### src/acvb_pkg.sv
// acvb_pkg: constants, register map and helpers of the calibration value bank
// assumes: a 32-bit apb slave with 12-bit byte addresses inside the converter
package acvb_pkg;

  // ==========================================================================
  // value set layout
  localparam int unsigned ACVB_NVAL = 14;
  localparam int unsigned ACVB_MAXW = 10;
  localparam int unsigned ACVB_AW   = 12;
  localparam logic [4:0]  ACVB_NONE = 5'h1f;

  localparam int unsigned IDX_P_D  = 0;
  localparam int unsigned IDX_P_S  = 1;
  localparam int unsigned IDX_P_T4 = 2;
  localparam int unsigned IDX_P_T3 = 3;
  localparam int unsigned IDX_P_T2 = 4;
  localparam int unsigned IDX_P_T1 = 5;
  localparam int unsigned IDX_P_T0 = 6;
  localparam int unsigned IDX_M_D  = 7;
  localparam int unsigned IDX_M_S  = 8;
  localparam int unsigned IDX_M_T4 = 9;
  localparam int unsigned IDX_M_T3 = 10;
  localparam int unsigned IDX_M_T2 = 11;
  localparam int unsigned IDX_M_T1 = 12;
  localparam int unsigned IDX_M_T0 = 13;

  // ==========================================================================
  // field widths and reset value
  localparam int unsigned WID_D  = 6;
  localparam int unsigned WID_S  = 6;
  localparam int unsigned WID_T4 = 10;
  localparam int unsigned WID_T3 = 9;
  localparam int unsigned WID_T2 = 8;
  localparam int unsigned WID_T1 = 7;
  localparam int unsigned WID_T0 = 6;
  localparam logic [9:0]  CAL_RST = 10'h000;

  // ==========================================================================
  // byte offsets
  localparam logic [11:0] OFS_PLUS_D   = 12'h034;
  localparam logic [11:0] OFS_PLUS_S   = 12'h038;
  localparam logic [11:0] OFS_PLUS_T4  = 12'h03c;
  localparam logic [11:0] OFS_PLUS_T3  = 12'h040;
  localparam logic [11:0] OFS_PLUS_T2  = 12'h044;
  localparam logic [11:0] OFS_PLUS_T1  = 12'h048;
  localparam logic [11:0] OFS_PLUS_T0  = 12'h04c;
  localparam logic [11:0] OFS_MINUS_D  = 12'h054;
  localparam logic [11:0] OFS_MINUS_S  = 12'h058;
  localparam logic [11:0] OFS_MINUS_T4 = 12'h05c;
  localparam logic [11:0] OFS_MINUS_T3 = 12'h060;
  localparam logic [11:0] OFS_MINUS_T2 = 12'h064;
  localparam logic [11:0] OFS_MINUS_T1 = 12'h068;
  localparam logic [11:0] OFS_MINUS_T0 = 12'h06c;

  // ==========================================================================
  // apb state machine
  typedef enum logic [2:0] {
    ST_IDLE = 3'b001,
    ST_WAIT = 3'b010,
    ST_DONE = 3'b100
  } acvb_apb_st_t;

  // ==========================================================================
  // helpers
  function automatic int unsigned acvb_width(int unsigned idx);
    case (idx % 7)
      0:       return WID_D;
      1:       return WID_S;
      2:       return WID_T4;
      3:       return WID_T3;
      4:       return WID_T2;
      5:       return WID_T1;
      default: return WID_T0;
    endcase
  endfunction

  function automatic logic [11:0] acvb_offset(int unsigned idx);
    case (idx)
      0:       return OFS_PLUS_D;
      1:       return OFS_PLUS_S;
      2:       return OFS_PLUS_T4;
      3:       return OFS_PLUS_T3;
      4:       return OFS_PLUS_T2;
      5:       return OFS_PLUS_T1;
      6:       return OFS_PLUS_T0;
      7:       return OFS_MINUS_D;
      8:       return OFS_MINUS_S;
      9:       return OFS_MINUS_T4;
      10:      return OFS_MINUS_T3;
      11:      return OFS_MINUS_T2;
      12:      return OFS_MINUS_T1;
      default: return OFS_MINUS_T0;
    endcase
  endfunction

  function automatic logic [4:0] acvb_decode(logic [11:0] addr);
    acvb_decode = ACVB_NONE;
    for (int unsigned i = 0; i < ACVB_NVAL; i++) begin
      if (addr == acvb_offset(i)) acvb_decode = 5'(i);
    end
  endfunction

  function automatic logic [31:0] acvb_mask(int unsigned idx);
    return 32'((64'h1 << acvb_width(idx)) - 64'h1);
  endfunction

endpackage

### src/acvb_bank.sv
// acvb_bank: plus-side and minus-side calibration value registers on apb
// assumes: apb master on clk; calibration engine drives cal_busy and results
//
// The APB slave port is this design's own decision.
`timescale 1ns/1ps
`default_nettype none
module acvb_bank
  import acvb_pkg::*;
(
  input  wire logic        clk,
  input  wire logic        rstn,
  input  wire logic [11:0] paddr,
  input  wire logic        psel,
  input  wire logic        penable,
  input  wire logic        pwrite,
  input  wire logic [31:0] pwdata,
  input  wire logic [3:0]  pstrb,
  output logic      [31:0] prdata,
  output logic             pready,
  output logic             pslverr,
  input  wire logic        cal_busy,
  input  wire logic [5:0]  plus_cal_d_term_res,
  input  wire logic [5:0]  plus_cal_s_term_res,
  input  wire logic [9:0]  plus_cal_term_four_res,
  input  wire logic [8:0]  plus_cal_term_three_res,
  input  wire logic [7:0]  plus_cal_term_two_res,
  input  wire logic [6:0]  plus_cal_term_one_res,
  input  wire logic [5:0]  plus_cal_term_zero_res,
  input  wire logic [5:0]  minus_cal_d_term_res,
  input  wire logic [5:0]  minus_cal_s_term_res,
  input  wire logic [9:0]  minus_cal_term_four_res,
  input  wire logic [8:0]  minus_cal_term_three_res,
  input  wire logic [7:0]  minus_cal_term_two_res,
  input  wire logic [6:0]  minus_cal_term_one_res,
  input  wire logic [5:0]  minus_cal_term_zero_res,
  output logic      [5:0]  plus_cal_d_term,
  output logic      [5:0]  plus_cal_s_term,
  output logic      [9:0]  plus_cal_term_four,
  output logic      [8:0]  plus_cal_term_three,
  output logic      [7:0]  plus_cal_term_two,
  output logic      [6:0]  plus_cal_term_one,
  output logic      [5:0]  plus_cal_term_zero,
  output logic      [5:0]  minus_cal_d_term,
  output logic      [5:0]  minus_cal_s_term,
  output logic      [9:0]  minus_cal_term_four,
  output logic      [8:0]  minus_cal_term_three,
  output logic      [7:0]  minus_cal_term_two,
  output logic      [6:0]  minus_cal_term_one,
  output logic      [5:0]  minus_cal_term_zero
);

  // ==========================================================================
  // result and value arrays
  logic [9:0] res_a [ACVB_NVAL];
  logic [9:0] val_a [ACVB_NVAL];
  logic       end_pulse;
  logic       wr_fire;

  assign res_a[IDX_P_D]  = 10'(plus_cal_d_term_res);
  assign res_a[IDX_P_S]  = 10'(plus_cal_s_term_res);
  assign res_a[IDX_P_T4] = 10'(plus_cal_term_four_res);
  assign res_a[IDX_P_T3] = 10'(plus_cal_term_three_res);
  assign res_a[IDX_P_T2] = 10'(plus_cal_term_two_res);
  assign res_a[IDX_P_T1] = 10'(plus_cal_term_one_res);
  assign res_a[IDX_P_T0] = 10'(plus_cal_term_zero_res);
  assign res_a[IDX_M_D]  = 10'(minus_cal_d_term_res);
  assign res_a[IDX_M_S]  = 10'(minus_cal_s_term_res);
  assign res_a[IDX_M_T4] = 10'(minus_cal_term_four_res);
  assign res_a[IDX_M_T3] = 10'(minus_cal_term_three_res);
  assign res_a[IDX_M_T2] = 10'(minus_cal_term_two_res);
  assign res_a[IDX_M_T1] = 10'(minus_cal_term_one_res);
  assign res_a[IDX_M_T0] = 10'(minus_cal_term_zero_res);

  // ==========================================================================
  // value outputs to the converter
  assign plus_cal_d_term      = val_a[IDX_P_D][WID_D-1:0];
  assign plus_cal_s_term      = val_a[IDX_P_S][WID_S-1:0];
  assign plus_cal_term_four   = val_a[IDX_P_T4][WID_T4-1:0];
  assign plus_cal_term_three  = val_a[IDX_P_T3][WID_T3-1:0];
  assign plus_cal_term_two    = val_a[IDX_P_T2][WID_T2-1:0];
  assign plus_cal_term_one    = val_a[IDX_P_T1][WID_T1-1:0];
  assign plus_cal_term_zero   = val_a[IDX_P_T0][WID_T0-1:0];
  assign minus_cal_d_term     = val_a[IDX_M_D][WID_D-1:0];
  assign minus_cal_s_term     = val_a[IDX_M_S][WID_S-1:0];
  assign minus_cal_term_four  = val_a[IDX_M_T4][WID_T4-1:0];
  assign minus_cal_term_three = val_a[IDX_M_T3][WID_T3-1:0];
  assign minus_cal_term_two   = val_a[IDX_M_T2][WID_T2-1:0];
  assign minus_cal_term_one   = val_a[IDX_M_T1][WID_T1-1:0];
  assign minus_cal_term_zero  = val_a[IDX_M_T0][WID_T0-1:0];

  // ==========================================================================
  // end of calibration
  acvb_cal_end u_cal_end (
    .clk       (clk),
    .rstn      (rstn),
    .cal_busy  (cal_busy),
    .end_pulse (end_pulse)
  );

  // ==========================================================================
  // apb slave state
  acvb_apb_st_t st_q;
  acvb_apb_st_t st_d;
  logic [4:0]   idx_q;
  logic [4:0]   idx_d;
  logic         pready_q;
  logic         pready_d;
  logic         pslverr_q;
  logic         pslverr_d;
  logic [31:0]  prdata_q;
  logic [31:0]  prdata_d;

  function automatic logic [15:0] acvb_merge(logic [15:0] old, logic [31:0] wd,
                                             logic [3:0] strb);
    logic [15:0] m;
    m = old;
    if (strb[0]) m[7:0] = wd[7:0];
    if (strb[1]) m[15:8] = wd[15:8];
    return m;
  endfunction

  always_comb begin
    st_d      = st_q;
    idx_d     = idx_q;
    pready_d  = 1'b0;
    pslverr_d = 1'b0;
    prdata_d  = 32'h0000_0000;
    case (st_q)
      ST_IDLE: begin
        if (psel && !penable) begin
          idx_d = acvb_decode(paddr);
          st_d  = ST_WAIT;
        end
      end
      ST_WAIT: begin
        if (psel && penable) begin
          pready_d  = 1'b1;
          pslverr_d = (idx_q == ACVB_NONE);
          if (!pwrite && idx_q != ACVB_NONE) begin
            prdata_d = 32'(val_a[idx_q[3:0]]);
          end
          st_d = ST_DONE;
        end
      end
      ST_DONE: begin
        st_d = ST_IDLE;
      end
      default: begin
        st_d = ST_IDLE;
      end
    endcase
  end

  always_ff @(posedge clk or negedge rstn) begin
    if (!rstn) begin
      st_q      <= ST_IDLE;
      idx_q     <= ACVB_NONE;
      pready_q  <= 1'b0;
      pslverr_q <= 1'b0;
      prdata_q  <= 32'h0000_0000;
    end else begin
      st_q      <= st_d;
      idx_q     <= idx_d;
      pready_q  <= pready_d;
      pslverr_q <= pslverr_d;
      prdata_q  <= prdata_d;
    end
  end

  assign prdata  = prdata_q;
  assign pready  = pready_q;
  assign pslverr = pslverr_q;
  assign wr_fire = (st_q == ST_DONE) && pready_q && psel && penable && pwrite
                   && (idx_q != ACVB_NONE);

  // ==========================================================================
  // value registers, widths per term
  for (genvar g = 0; g < ACVB_NVAL; g++) begin : g_val
    localparam int unsigned W = acvb_width(g);
    logic [W-1:0] q;
    logic [15:0]  merged;

    assign merged = acvb_merge(16'(val_a[g]), pwdata, pstrb);

    acvb_value_reg #(
      .W (W)
    ) u_val (
      .clk      (clk),
      .rstn     (rstn),
      .load     (end_pulse),
      .load_val (res_a[g][W-1:0]),
      .wr_en    (wr_fire && (idx_q == 5'(g))),
      .wr_val   (merged[W-1:0]),
      .val_q    (q)
    );

    assign val_a[g] = 10'(q);
  end

  // ==========================================================================
  // check helpers
  logic       wchk_q;
  logic [4:0] wchk_idx_q;
  logic [9:0] wchk_val_q;

  always_ff @(posedge clk or negedge rstn) begin
    if (!rstn) begin
      wchk_q     <= 1'b0;
      wchk_idx_q <= 5'h00;
      wchk_val_q <= 10'h000;
    end else begin
      wchk_q     <= wr_fire && !end_pulse && (pstrb[1:0] == 2'h3);
      wchk_idx_q <= idx_q;
      wchk_val_q <= 10'(pwdata[9:0] & acvb_mask(32'(idx_q)));
    end
  end
endmodule
`default_nettype wire

### src/acvb_cal_end.sv
// acvb_cal_end: spots the end of the self-calibration sequence
// assumes: cal_busy is the calibration-in-progress level, synchronous to clk
`timescale 1ns/1ps
`default_nettype none
module acvb_cal_end
  import acvb_pkg::*;
(
  input  wire logic clk,
  input  wire logic rstn,
  input  wire logic cal_busy,
  output logic      end_pulse
);

  // ==========================================================================
  // falling edge of the busy level
  logic busy_q;
  logic busy_d;

  always_comb begin
    busy_d = cal_busy;
  end

  always_ff @(posedge clk or negedge rstn) begin
    if (!rstn) begin
      busy_q <= 1'b0;
    end else begin
      busy_q <= busy_d;
    end
  end

  assign end_pulse = busy_q && !cal_busy;
endmodule
`default_nettype wire

### src/acvb_value_reg.sv
// acvb_value_reg: one calibration value, loaded by calibration or by software
// assumes: load and wr_en are single-cycle strobes from the bank
`timescale 1ns/1ps
`default_nettype none
module acvb_value_reg
  import acvb_pkg::*;
#(
  parameter int unsigned W = 6
) (
  input  wire logic         clk,
  input  wire logic         rstn,
  input  wire logic         load,
  input  wire logic [W-1:0] load_val,
  input  wire logic         wr_en,
  input  wire logic [W-1:0] wr_val,
  output logic      [W-1:0] val_q
);

  // ==========================================================================
  // width check
  if (W < 1 || W > ACVB_MAXW) begin : g_bad_width
    $error("value width out of range");
  end

  // ==========================================================================
  // storage, calibration load before software write
  logic [W-1:0] val_d;

  always_comb begin
    val_d = val_q;
    if (load) begin
      val_d = load_val;
    end else if (wr_en) begin
      val_d = wr_val;
    end
  end

  always_ff @(posedge clk or negedge rstn) begin
    if (!rstn) begin
      val_q <= CAL_RST[W-1:0];
    end else begin
      val_q <= val_d;
    end
  end
endmodule
`default_nettype wire
### config.mk
export PLATFORM = sky130hd
export DESIGN_NAME = acvb_bank
export DESIGN_NICKNAME = d
export VERILOG_FILES = /design/src/acvb_pkg.sv /design/src/acvb_bank.sv /design/src/acvb_cal_end.sv /design/src/acvb_value_reg.sv
export SDC_FILE = /design/constraint.sdc
export NUM_CORES = 1
export LEC_CHECK = 0
export BUFFER_PORTS_ARGS = -buffer_cell sky130_fd_sc_hd__buf_4
export CORE_ASPECT_RATIO = 0.7
export CORE_UTILIZATION = 49
export DETAILED_ROUTE_END_ITERATION = 10
export GPL_ROUTABILITY_DRIVEN = 0
export PLACE_DENSITY = 0.81
export SLEW_MARGIN = 20
export SYNTH_ARGS = -nofsm -noshare
export SYNTH_HDL_FRONTEND = slang
export SYNTH_SLANG_ARGS = --single-unit
### constraint.sdc
create_clock -name clk -period 2.21 [get_ports clk]
set_input_delay 0.3315 -clock clk [delete_from_list [all_inputs] [get_ports clk]]
set_output_delay 0.3315 -clock clk [all_outputs]
set_load 0.02 [all_outputs]
# == Yosys cells after proc, flatten, opt, wreduce, memory -nomap -nowiden ==
# Index checks and enable logic that the tools add are counted.
# word_totals
input_bits,158
output_inout_bits,138
register_bits,147
wordCells,211
# op_classes
n_bitwise,1
order_cmp,1
n_reduce_logical,63
n_eq_ne,34
mux,88
# op_table
cell,count
2-to-1 mux 12 bit,28
== test 12 bit,14
2-to-1 mux 10 bit,9
2-to-1 mux 6 bit,13
2-to-1 mux 5 bit,14
binary-select mux 10 bit (select 4 bit),1
2-to-1 mux 8 bit,5
AND reduction 2 bit,20
2-to-1 mux 9 bit,4
2-to-1 mux 7 bit,5
nonzero test 2 bit,16
== test 5 x 4 -> 1 bit (second input constant),6
logical AND 1 bit,23
== test 5 x 3 -> 1 bit (second input constant),4
== test 5 x 2 -> 1 bit (second input constant),2
2-to-1 mux 3 bit,2
case mux 3 bit (2 select lines),1
== test 5 x 1 -> 1 bit (second input constant),1
== test 5 bit (second input constant),1
>= comparator 5 bit (second input constant),1
logical NOT 5 bit,1
2-to-1 mux 1 bit,5
inequality test 5 bit (second input constant),1
NOT 4 -> 5 bit,1
6 further kinds,9

# == Depth between registers and ports, before layout ==
# depth
depth_word,19
depth_mapped,7
depth_no_buf,4

# == Cells and area by module ==
# A second synthesis with hierarchy kept.
# hier_totals
cells_unflattened,935
hier_area_um2,8010.2
# modules_own_cells
mod,instances,area_each_um2,seq_area_each_um2,cells_each
acvb_bank,1,3111.7,508.0,485
acvb_value_reg (g_val[0].u_val ...),6,279.0,150.1,26
acvb_value_reg (g_val[2].u_val ...),2,462.9,250.2,43
acvb_value_reg (g_val[10].u_val ...),2,431.7,225.2,39
acvb_value_reg (g_val[11].u_val ...),2,372.9,200.2,34
acvb_value_reg (g_val[12].u_val ...),2,325.3,175.2,30
acvb_cal_end,1,38.8,25.0,2

# == Worst setup path after synthesis ==
# Ideal clock, no wire load.
# synth_timing
kind,register to register
start,register idx_q[1]
end,register prdata_q[2] (netlist: prdata[2])
path_stages_with_launch,7
arrival_time_ps,1644
path_buffers,2
setup_slack_ps,438
setup_time_ps,127
required_ps,2083
synth_period_minus_slack_ps,1772
path_cell_list,dfstp_2 -> buf_2 -> buf_4 -> mux4_2 -> mux2i_1 -> o21a_1 -> nor2_1
# synth_between
elab_chain_len,7
elab_cells_between_ends,9
cone_classes,eq/ne: 1; mux: 6; bitwise: 1; reduce/logical: 1
# synth_lines
element,line,source
start: declaration,acvb_bank.sv:104,logic [4:0] idx_q;
start signal: assignment,acvb_bank.sv:163,idx_q <= idx_d;
NOT 4 -> 5 bit (not written as such),acvb_bank.sv:140,prdata_d = 32'(val_a[idx_q[3:0]]);
binary-select mux 10 bit (select 4 bit),acvb_bank.sv:140,
2-to-1 mux 10 bit (not written as such) (2 in a row),acvb_bank.sv:140,
2-to-1 mux 10 bit *,acvb_bank.sv:139,if (!pwrite && idx_q != ACVB_NONE) begin
2-to-1 mux 10 bit *,acvb_bank.sv:136,if (psel && penable) begin
2-to-1 mux 10 bit *,acvb_bank.sv:128,case (st_q)
via prdata_d[2],acvb_bank.sv:111,logic [31:0] prdata_d;
end signal: assignment,acvb_bank.sv:166,prdata_q <= prdata_d;
end: declaration,acvb_bank.sv:110,logic [31:0] prdata_q;
# The timed path passes the listed nets; every way through them passes the cells marked *. The select of a mux whose other input is x is not followed.
# A chain may end at the register's enable or synchronous reset.

# == Worst setup path after layout ==
# layout_timing
start,register idx_q[0]
end,register prdata_q[4] (netlist: prdata[4])
# Same word-level chain as after synthesis.

==> run metrics <==
utilization after layout 0.6969; Post-synth EDFFs 0; initial antenna violation count 0; synth cell count leaders 131 x nand2_1, 119 x dfrtp_1, 66 x nand3_1, 61 x o211ai_1, 28 x buf_4; fin crit share 0.9466; via count 6,651; # IOs 296; Slew @ Worst Pin roughly 0.55 ns; H-tree levels 4; die width 145.7 um; Final Hold Vio Count 0; Ant. Diodes 0; root buffer cell clkbuf_16; initial DRC count ~420; first-pass GRT wire length 35.79 mm; Die Area 0.01495 sq mm; Mapped Area slightly above 0.007 sq mm; Routed WL per cell 20.64 um; fin nets 1,105; dpl cells 1,116; vias in the first global route 6,273; r2r endpoint prdata[4]$_DFF_PN0_; Crit. End Element register; hold path cells 1; drt first pass iters 5; clock sinks 125; worst r2r src idx_q[0]$_DFFE_PN1P_; Syn Inst Count 701; fmax 478.0 MHz; gr usage total 0.3196; clock skew 0.01201 ns; Port Buffers between 200 and 250; leading area contributor after synthesis dfrtp_1; CP Data Arrival Time 2.37 ns; core area roughly 0.014 sq mm; gr busiest metal met2; Syn Area/Cell between 10 and 15 sq um; Hold Path Sink u_cal_end.busy_q$_DFF_PN0_; pwr/cell area approximately 760 mW/mm^2; GR Util met3 0.09292; CP Max Fanout 13; sequential fraction of the synthesis area 0.4425; Synth Warn # 0; Pins Over Slew Limit 0; RSZ-0062 raised after global routing false; GRT Residual Overflow 0; Yosys top cell area share 0.4203; relative slew slack 0.6325; initial cell density of the core 0.5058; Vias/cell 5.783; ys flop type dfrtp_1; R2R setup slack 0.12 ns; max-cap viol count 0; # setup viols final 0; outcome finished clean; Hold Crit Class primary input to register; Clock Latency Late Sink roughly 0.42 ns; hold path start cal_busy; Leakage approximately 4.7 nW; Final Non-Filler Cells 1,150; Crit Path Category register to register; CTS Buf Count 17; DIE HEIGHT 102.6 um; startpoint types register; clock-pin slew on the worst setup and hold paths around 0.060 ns; worst path required time 2.49 ns; CTS tree yes; post-route ant nets 0; maximum number of pins on one net before global-route repair 84; synth unique cells 57; Synth-to-Final Area Change 37.77%; min cycle time layout 2.092 ns; ys async rst share 1.000; Post-DP HPWL 17.72 mm; most numerous cell in the Yosys netlist nand2_1; DRC 0; # rows 36; peak supply drop approximately 0.50 mV; synth top area cells dfrtp_1 42%, nand2_1 6.9%, o211ai_1 6.5%; clk buf depth 2; met1 Use GR 0.4336; Detailed Route WL 23.73 mm; fraction of layout cells with a size suffix above 1 0.4125; synthesized flop and latch total 125; TNS Setup 0 ns; met2 Use GR 0.4954; Fill cells about 1.2k; Reg2Reg Depth 4
stage by stage:
stage / setup slack (ns) / instance area [sq um] / total power, mW / hold slack (ns)
after floorplan: 0.4382 / 7164 / 3.703 / 0.03591
after global routing: 0.06997 / 9762 / 7.660 / 0.05134
final: 0.1180 / 9762 / 7.397 / 0.05834
after CTS: 0.06226 / 9749 / 7.412 / 0.05403
after detailed placement: 0.05840 / 9146 / 4.601 / 0.1524
after global placement: 0.1420 / 9146 / 4.560 / 0.1542
worst max-delay path by stage:
stage                    startpoint                                  end  slack, ns  cells past startpoint
2_1_floorplan  idx_q[1]$_DFFE_PN1P_                  prdata[2]$_DFF_PN0_       0.44                      6
3_3_place_gp   idx_q[3]$_DFFE_PN1P_  g_val[8].u_val.val_q[1]$_DFFE_PN0P_       0.14                      4
3_5_place_dp   idx_q[3]$_DFFE_PN1P_  g_val[8].u_val.val_q[4]$_DFFE_PN0P_       0.06                      4
4_1_cts        idx_q[3]$_DFFE_PN1P_  g_val[8].u_val.val_q[4]$_DFFE_PN0P_       0.06                      4
5_1_grt        idx_q[0]$_DFFE_PN1P_  g_val[3].u_val.val_q[0]$_DFFE_PN0P_       0.07                      5
6_report       idx_q[0]$_DFFE_PN1P_                  prdata[4]$_DFF_PN0_       0.12                      4
logic make-up (layout without fill, tap and decap cells):
logic type / after synthesis / in the layout / share of synthesized area
compound gates: 130 / 130 / 0.1333
mux: 73 / 73 / 0.1448
simple gates: 286 / 286 / 0.2078
flops: 125 / 125 / 0.4425
other cells: 1 / 22 / 0.0005292
buf+inv: 86 / 324 / 0.07099
registers in the layout, summed over array words and instances (netlist names):
register           cells
u_cal_end.busy_q       1
pslverr                1
st_q                   3
g_val.u_val.val_q    104
prdata                10
idx_q                  5
pready                 1
final cells by class:
type | count | area (sq um) | area share
Multi-Input combinational cell | 511 | 3542 | 0.3629
Sequential cell | 125 | 3139 | 0.3216
Timing Repair Buffer | 290 | 2242 | 0.2297
Clock buffer | 19 | 452.9 | 0.04640
Tap cell | 190 | 237.7 | 0.02435
Clock inverter | 13 | 140.1 | 0.01436
Inverter | 2 | 7.507 | 0.0007690
what timing repair did:
action,in CTS,in global routing
hold buffers,1,0
setup buffers,0,1
hold endpoints to repair,5,0
gates resized for setup,0,2
endpoints found under the setup margin,0,15
layer usage:
layer	vias to the layer above	part of all wire
met5	-	0
met4	0	0.022
met3	40	0.099
met2	357	0.45
met1	3239	0.43
li1	3015	-
placed cells by master (no fill, tap or decap), types with 7 or more instances in the layout:
cell and n:
a22oi_1 7, o21ai_0 15, buf_4 284, dfrtp_1 119, mux2_4 8, a21oi_1 16
nand2_1 131, nand3_1 66, nor2_1 24, nand4_1 7, mux2i_1 23, conb_1 22
mux2_2 23, o211ai_1 61, mux4_2 18, nand3b_1 8, nor2b_1 11, clkbuf_16 17
report_power, final:
| group | switching (mW) | internal [mW] |
|---|---|---|
| Sequential | 0.279 | 2.56 |
| Combinational | 0.901 | 0.832 |
| Clock | 1.10 | 1.72 |
worst max-delay path, cell delays in order, from the launching register on:
cell and delay (ns):
dfstp_4 0.73, mux4_2 0.56, a22oi_1 0.41, o21a_1 0.20, nor2_1 0.04
Power figures use the tool's default switching activity.
